===== src/include/audio_regs_pkg.sv =====
`default_nettype none

package audio_regs_pkg;

    localparam int ADDR_W = 7;
    localparam int DATA_W = 16;

    // Register offsets
    localparam logic [6:0] OFF_STATUS    = 7'h76;
    localparam logic [6:0] OFF_COEF_LOW  = 7'h78;
    localparam logic [6:0] OFF_COEF_HIGH = 7'h7A;
    localparam logic [6:0] OFF_ID_FIRST  = 7'h7C;
    localparam logic [6:0] OFF_ID_SECOND = 7'h7E;

    // Status register field positions
    localparam int BIT_PLL_UNLOCK   = 0;
    localparam int BIT_SPDIF_UNLOCK = 1;
    localparam int BIT_FRAME_AMEN   = 10;
    localparam int BIT_CHAN_AMEN    = 11;

    // Status register reset values
    localparam logic RST_PLL_UNLOCK   = 1'b1;
    localparam logic RST_SPDIF_UNLOCK = 1'b1;
    localparam logic RST_FRAME_AMEN   = 1'b1;
    localparam logic RST_CHAN_AMEN    = 1'b0;

    // Coefficient address/high register layout
    localparam int COEF_W        = 20;
    localparam int COEF_IDX_W    = 8;
    localparam int COEF_IDX_LSB  = 8;
    localparam int COEF_RW_BIT   = 7;
    localparam int COEF_HI_W     = 4;
    localparam int COEF_LOW_W    = 16;

    // Identification: arbitrary neutral values
    localparam logic [15:0] ID_FIRST_VAL  = 16'h1234;
    localparam logic [7:0]  ID_SECOND_HI  = 8'h56;
    localparam logic [7:0]  REVISION_VAL  = 8'h01;

endpackage

`default_nettype wire


===== src/include/lock_sync_if.sv =====
`timescale 1ns/1ps
`default_nettype none

interface lock_sync_if;
    logic pll_unlock;
    logic spdif_unlock;
    logic frame_hdr;
    logic marker_seen;
    modport src (output pll_unlock, output spdif_unlock, output frame_hdr, output marker_seen);
    modport dst (input pll_unlock, input spdif_unlock, input frame_hdr, input marker_seen);
endinterface

`default_nettype wire


===== src/logic/audio_status_coeff_id_regs.sv =====
// What this block does
// - Bit 0 reports resampler PLL unlock, resets one
// - Bit 1 reports S/PDIF receiver unlock, resets one
// - Bit 10 enables mute on compressed frames
// - Bit 11 enables mute on missing marker
// - Two registers hold coefficient, index, flag
// - Identification registers ignore every write
// - Low byte of second ID is revision
`timescale 1ns/1ps
`default_nettype none

module audio_status_coeff_id_regs #(
    parameter logic [7:0] REVISION = audio_regs_pkg::REVISION_VAL
) (
    // Clock and reset
    input  wire logic        clk_i,
    input  wire logic        srst_i,
    // Register access port
    input  wire logic        reg_wr_i,
    input  wire logic        reg_rd_i,
    input  wire logic [6:0]  reg_addr_i,
    input  wire logic [15:0] reg_wdata_i,
    output logic      [15:0] reg_rdata_o,
    output logic             reg_rvalid_o,
    // Status from the audio path, asynchronous
    input  wire logic        pll_unlock_i,
    input  wire logic        spdif_unlock_i,
    input  wire logic        frame_hdr_i,
    input  wire logic        channel_status_marker_i,
    // Controls to the audio path
    output logic             automute_o,
    output logic             compressed_frame_automute_en_o,
    output logic             chan_status_automute_en_o,
    output logic [19:0]      coefficient_value_o,
    output logic [7:0]       coefficient_index_o,
    output logic             coefficient_rw_o
);

    typedef struct packed {
        logic        frame_amen;
        logic        chan_amen;
        logic [15:0] coef_low;
        logic [7:0]  coef_idx;
        logic        coef_rw;
        logic [3:0]  coef_hi;
        logic [15:0] rdata;
        logic        rvalid;
        logic        mute;
    } regs_s;

    regs_s st_r;
    regs_s st_nxt;

    lock_sync_if sync_bus ();

    lock_sync u_sync (
        .clk_i          (clk_i),
        .srst_i         (srst_i),
        .pll_unlock_i   (pll_unlock_i),
        .spdif_unlock_i (spdif_unlock_i),
        .frame_hdr_i    (frame_hdr_i),
        .marker_seen_i  (channel_status_marker_i),
        .sync           (sync_bus.src)
    );

    function automatic logic hit(input logic [6:0] a, input logic [6:0] off);
        hit = (a == off);
    endfunction

    logic [15:0] status_word;
    logic [15:0] read_word;

    always_comb begin
        status_word = 16'h0000;
        status_word[audio_regs_pkg::BIT_PLL_UNLOCK]   = sync_bus.pll_unlock;
        status_word[audio_regs_pkg::BIT_SPDIF_UNLOCK] = sync_bus.spdif_unlock;
        status_word[audio_regs_pkg::BIT_FRAME_AMEN]   = st_r.frame_amen;
        status_word[audio_regs_pkg::BIT_CHAN_AMEN]    = st_r.chan_amen;
    end

    always_comb begin
        read_word = 16'h0000;
        if (hit(reg_addr_i, audio_regs_pkg::OFF_STATUS)) begin
            read_word = status_word;
        end else if (hit(reg_addr_i, audio_regs_pkg::OFF_COEF_LOW)) begin
            read_word = st_r.coef_low;
        end else if (hit(reg_addr_i, audio_regs_pkg::OFF_COEF_HIGH)) begin
            read_word = {st_r.coef_idx, st_r.coef_rw, 3'h0, st_r.coef_hi};
        end else if (hit(reg_addr_i, audio_regs_pkg::OFF_ID_FIRST)) begin
            read_word = audio_regs_pkg::ID_FIRST_VAL;
        end else if (hit(reg_addr_i, audio_regs_pkg::OFF_ID_SECOND)) begin
            read_word = {audio_regs_pkg::ID_SECOND_HI, REVISION};
        end
    end

    always_comb begin
        st_nxt        = st_r;
        st_nxt.rvalid = reg_rd_i;
        if (reg_rd_i) begin
            st_nxt.rdata = read_word;
        end
        // Writes to reserved status bits and ID registers fall through unused
        if (reg_wr_i) begin
            if (hit(reg_addr_i, audio_regs_pkg::OFF_STATUS)) begin
                st_nxt.frame_amen = reg_wdata_i[audio_regs_pkg::BIT_FRAME_AMEN];
                st_nxt.chan_amen  = reg_wdata_i[audio_regs_pkg::BIT_CHAN_AMEN];
            end else if (hit(reg_addr_i, audio_regs_pkg::OFF_COEF_LOW)) begin
                st_nxt.coef_low = reg_wdata_i;
            end else if (hit(reg_addr_i, audio_regs_pkg::OFF_COEF_HIGH)) begin
                st_nxt.coef_idx = reg_wdata_i[audio_regs_pkg::COEF_IDX_LSB +: 8];
                st_nxt.coef_rw  = reg_wdata_i[audio_regs_pkg::COEF_RW_BIT];
                st_nxt.coef_hi  = reg_wdata_i[3:0];
            end
        end
        // Mute follows the synchronised detectors; three cycles later than the raw inputs
        st_nxt.mute = (st_r.frame_amen & sync_bus.frame_hdr)
                    | (st_r.chan_amen & ~sync_bus.marker_seen);
    end

    always_ff @(posedge clk_i) begin
        if (srst_i) begin
            st_r <= '{frame_amen: audio_regs_pkg::RST_FRAME_AMEN,
                      chan_amen:  audio_regs_pkg::RST_CHAN_AMEN,
                      default:    '0};
        end else begin
            st_r <= st_nxt;
        end
    end

    assign reg_rdata_o                    = st_r.rdata;
    assign reg_rvalid_o                   = st_r.rvalid;
    assign automute_o                     = st_r.mute;
    assign compressed_frame_automute_en_o = st_r.frame_amen;
    assign chan_status_automute_en_o      = st_r.chan_amen;
    assign coefficient_value_o            = {st_r.coef_hi, st_r.coef_low};
    assign coefficient_index_o            = st_r.coef_idx;
    assign coefficient_rw_o               = st_r.coef_rw;

endmodule

`default_nettype wire


===== src/logic/lock_sync.sv =====
`timescale 1ns/1ps
`default_nettype none

// Two-stage synchroniser for the asynchronous status levels
module lock_sync (
    // Clock and reset
    input  wire logic clk_i,
    input  wire logic srst_i,
    // Raw levels
    input  wire logic pll_unlock_i,
    input  wire logic spdif_unlock_i,
    input  wire logic frame_hdr_i,
    input  wire logic marker_seen_i,
    // Synchronised levels
    lock_sync_if.src  sync
);

    typedef struct packed {
        logic [3:0] meta;
        logic [3:0] stable;
    } sync_s;

    sync_s st_r;
    sync_s st_nxt;

    always_comb begin
        st_nxt        = st_r;
        st_nxt.meta   = {marker_seen_i, frame_hdr_i, spdif_unlock_i, pll_unlock_i};
        st_nxt.stable = st_r.meta;
    end

    // Unlock flags start high so nothing reports lock before a real sample
    always_ff @(posedge clk_i) begin
        if (srst_i) begin
            st_r <= '{meta: 4'h3, stable: 4'h3};
        end else begin
            st_r <= st_nxt;
        end
    end

    assign sync.pll_unlock   = st_r.stable[0];
    assign sync.spdif_unlock = st_r.stable[1];
    assign sync.frame_hdr    = st_r.stable[2];
    assign sync.marker_seen  = st_r.stable[3];

endmodule

`default_nettype wire


===== config.mk =====
export PLATFORM = sky130hd
export DESIGN_NAME = audio_status_coeff_id_regs
export DESIGN_NICKNAME = d
export VERILOG_FILES = /design/src/include/audio_regs_pkg.sv /design/src/include/lock_sync_if.sv /design/src/logic/audio_status_coeff_id_regs.sv /design/src/logic/lock_sync.sv
export SDC_FILE = /design/constraint.sdc
export NUM_CORES = 1
export LEC_CHECK = 0
export ABC_AREA = 1
export BUFFER_PORTS_ARGS = -buffer_cell sky130_fd_sc_hd__buf_2
export CORE_MARGIN = 5
export CORE_UTILIZATION = 33
export CTS_CLUSTER_SIZE = 8
export DETAILED_ROUTE_END_ITERATION = 10
export GPL_ROUTABILITY_DRIVEN = 1
export PLACE_DENSITY = 0.55
export SLEW_MARGIN = 10
export SYNTH_ARGS = -nofsm -noshare
export SYNTH_HDL_FRONTEND = slang
export SYNTH_SLANG_ARGS = --single-unit

===== constraint.sdc =====
create_clock -name clk_i -period 0.8 [get_ports clk_i]
set_input_delay 0 -clock clk_i [delete_from_list [all_inputs] [get_ports clk_i]]
set_output_delay 0 -clock clk_i [all_outputs]
set_load 0.02 [all_outputs]

==> flow_metrics.env <==
export IMPL_vias=2528
export IMPL_drive_gt1_share_pct=54.5
export IMPL_drt_iter0_markers=150
export IMPL_start_util_pct=34.2
export IMPL_cp_max_fo=2
export IMPL_instances_no_fill=540
export IMPL_crit_start="coefficient_index_o[1]"
export IMPL_area_growth_synth_to_final_pct=79.3
export IMPL_finalCritPeriodShare_pct=110
export IMPL_routed_wl_um=7790
export IMPL_max_slew_margin_pct=82.4
export IMPL_hold_path_class="input port to flip-flop"
export IMPL_fin_nets=470
export IMPL_htree_levels=3
export IMPL_cts_made_buffers=9
export IMPL_synthArstFlopShare_pct=0
export IMPL_yosysTopAreaCell="dfxtp_1"
export IMPL_ios=80
export IMPL_required_ps=800
export IMPL_crit_chain="buf_6 > buf_6"
export IMPL_power_total_uw=6300
export IMPL_clkSinkCount=57
export IMPL_viasPerCell=4.68
export IMPL_drv_slew=0
export IMPL_irDropWorstVdd_mv=0.879
export IMPL_start_kind="flip-flop"
export IMPL_hpwl_um=4860
export IMPL_placed_area_um2=3050
export IMPL_hp_start="srst_i"
export IMPL_yosysWarnings=0
export IMPL_crit_path_frequent_cell="buf_6"
export IMPL_die_area_um2=8900
export IMPL_hold_viol=0
export IMPL_cts_tree="built"
export IMPL_ant_nets=0
export IMPL_first_pass_iters=4
export IMPL_antenna_cells=0
export IMPL_cp_slowest_cell="dfxtp_2"
export IMPL_synth_area_leaders="dfxtp_1, a21oi_1, inv_1"
export IMPL_wire_per_inst_um=14.4
export IMPL_tightest_slew_ps=262
export IMPL_yosysMostFrequentCell="dfxtp_1"
export IMPL_die_w_um=94.4
export IMPL_antenna_found_initial=0
export IMPL_first_global_vias=2345
export IMPL_place_gp_congestion=0.807
export IMPL_clockBufferDepth=2
export IMPL_cts_root_buf="clkbuf_8"
export IMPL_failed_checks="setup timing"
export IMPL_yosysSeqAreaShare_pct=48.6
export IMPL_rsz0062_at_grt="yes"
export IMPL_setup_viol=21
export IMPL_drc=0
export IMPL_fin_area_um2=4210
export IMPL_crit_buf_inv=2
export IMPL_grt_start_max_net_pins=35
export IMPL_core_um2=6870
export IMPL_synthDistinctLibCells=23
export IMPL_period_needed_ps=880
export IMPL_finish_utilization_pct=61.3
export IMPL_status="complete, but fails checks"
export IMPL_worst_path_largest_cell_delay_ps=330
export IMPL_fmax_ghz=1.14
export IMPL_grt_pass1_wl_um=11400
export IMPL_synthTopCellsByCount="dfxtp_1, a21oi_1, inv_1, nor2_1, nand2_1"
export IMPL_critical_path_class="flip-flop to output port"
export IMPL_syn_area_um2=2350
export IMPL_synth_edf_count=0
export IMPL_cellPowerDensity_nw_per_um2=1500
export IMPL_numPortBuffers=79
export IMPL_endpoint_kind="output port"
export IMPL_path_clk_slew_ps=70
export IMPL_r2r_start="coefficient_value_o[2]"
export IMPL_critPathArrivalTime_ps=880
export IMPL_dp_cells=487
export IMPL_rows=30
export IMPL_clkLatencyLatePin_ps=330
export IMPL_synth_cells=305
export IMPL_fillers=588
export IMPL_leakagePower_uw=0.00173
export IMPL_chipHeight_um=94.4
export IMPL_drv_cap=0
export IMPL_cpLargestDelayFamily="flip-flops"
export IMPL_syn_num_nets=336
export IMPL_grt_usage_pct=16.8
export IMPL_synth_seq_cells=57
export IMPL_synth_top_area_share_pct=48.6
export IMPL_worst_slack_ps=-79.6
export IMPL_grt_overflow_total=0
export IMPL_postSynthAreaPerCell_um2=7.70
export IMPL_finClkSkew_ps=7.49
export IMPL_synthFlopType="dfxtp_1"
export IMPL_pre_cts_ws_ps=-442
[final timing paths]
kind / slack, ps / end / cells after the start
setup / recovery: -80 / coefficient_index_o[1] / 2
hold reg to reg: 410 / u_sync.sync.marker_seen / 2
hold / removal: 10 / automute_o / 3
setup reg to reg: -40 / reg_rdata_o[2] / 5
[layer usage]
metal	vias to the layer above	global-route usage [%]	share of wire, %
li1	1268	-	-
met4	0	6.02	1.6
met2	71	26.7	49
met5	-	0	0
met1	1178	21.5	44
met3	11	5.34	6.0
[state kept, by name, indices dropped and copies added, names as in the netlist]
name,cells
reg_rvalid_o,1
chan_status_automute_en_o,1
u_sync.sync.spdif_unlock,1
u_sync.sync.frame_hdr,1
coefficient_rw_o,1
u_sync.sync.pll_unlock,1
automute_o,1
compressed_frame_automute_en_o,1
coefficient_value_o,20
u_sync.sync.marker_seen,1
u_sync.st_nxt,4
reg_rdata_o,16
coefficient_index_o,8
[layout make-up]
cell class	count	area, µm²	share of cell area, %
Inverter	40	171	4.07
Tap cell	96	120	2.85
Clock inverter	6	66.3	1.57
Sequential cell	57	1210	28.8
Clock buffer	10	138	3.27
Timing Repair Buffer	137	1360	32.3
Multi-Input combinational cell	194	1140	27.1
[placed cells by master (no fill, tap or decap), types with 3 or more instances in the layout]
cell           instances
dfxtp_1                8
buf_2                 25
a21oi_1               36
nand3_4                3
nand2_2                6
nand2_4                3
nand3_1               12
o21ai_1               27
nand2_8                3
dlygate4sd3_1         22
o211ai_1               3
dfxtp_4                4
nor2_2                10
buf_4                 23
nor2_4                 3
clkbuf_16              3
nand2_1               27
or2_2                  4
buf_12                 5
clkbuf_8              10
dfxtp_2               45
buf_6                 58
a21oi_2                6
o21ai_0                9
nor2_1                30
inv_1                 25
clkinvlp_4             3
nand3_2                4
inv_2                 12
[power by group]
part / switching, µW / leakage (µW) / internal (µW) / total [µW]
Clock: 1210 / 0.0000949 / 1530 / 2740
Sequential: 21.9 / 0.000487 / 2870 / 2890
Combinational: 334 / 0.00115 / 340 / 674
[cells by family after synthesis]
family	Yosys count	synth area share [%]
flops	57	48.6
buf+inv	56	10.8
simple gates	105	20.6
compound gates	87	20.0
[stage by stage]
stage | hold WS (ps) | TNS, ps
finish | 9.84 | -350
global route | 14.2 | -2010
CTS | 1.56 | -765
detailed placement | 187 | -14500
global placement | 186 | -14010
floorplan | 104 | -664
[worst min-delay path, cell delays in order]
cell and delay, ps:
buf_2 130, buf_4 140, nor2_1 40
[repair_timing]
item	4_1_cts	5_1_grt
hold buffers	21	2
endpoints found under the hold margin	38	2
buffers inserted	5	5
gates cloned	1	6
pin swaps	9	39
endpoints found under the setup margin	65	95
resized for setup	139	80
Note: power is estimated with default switching activity, not from simulation.
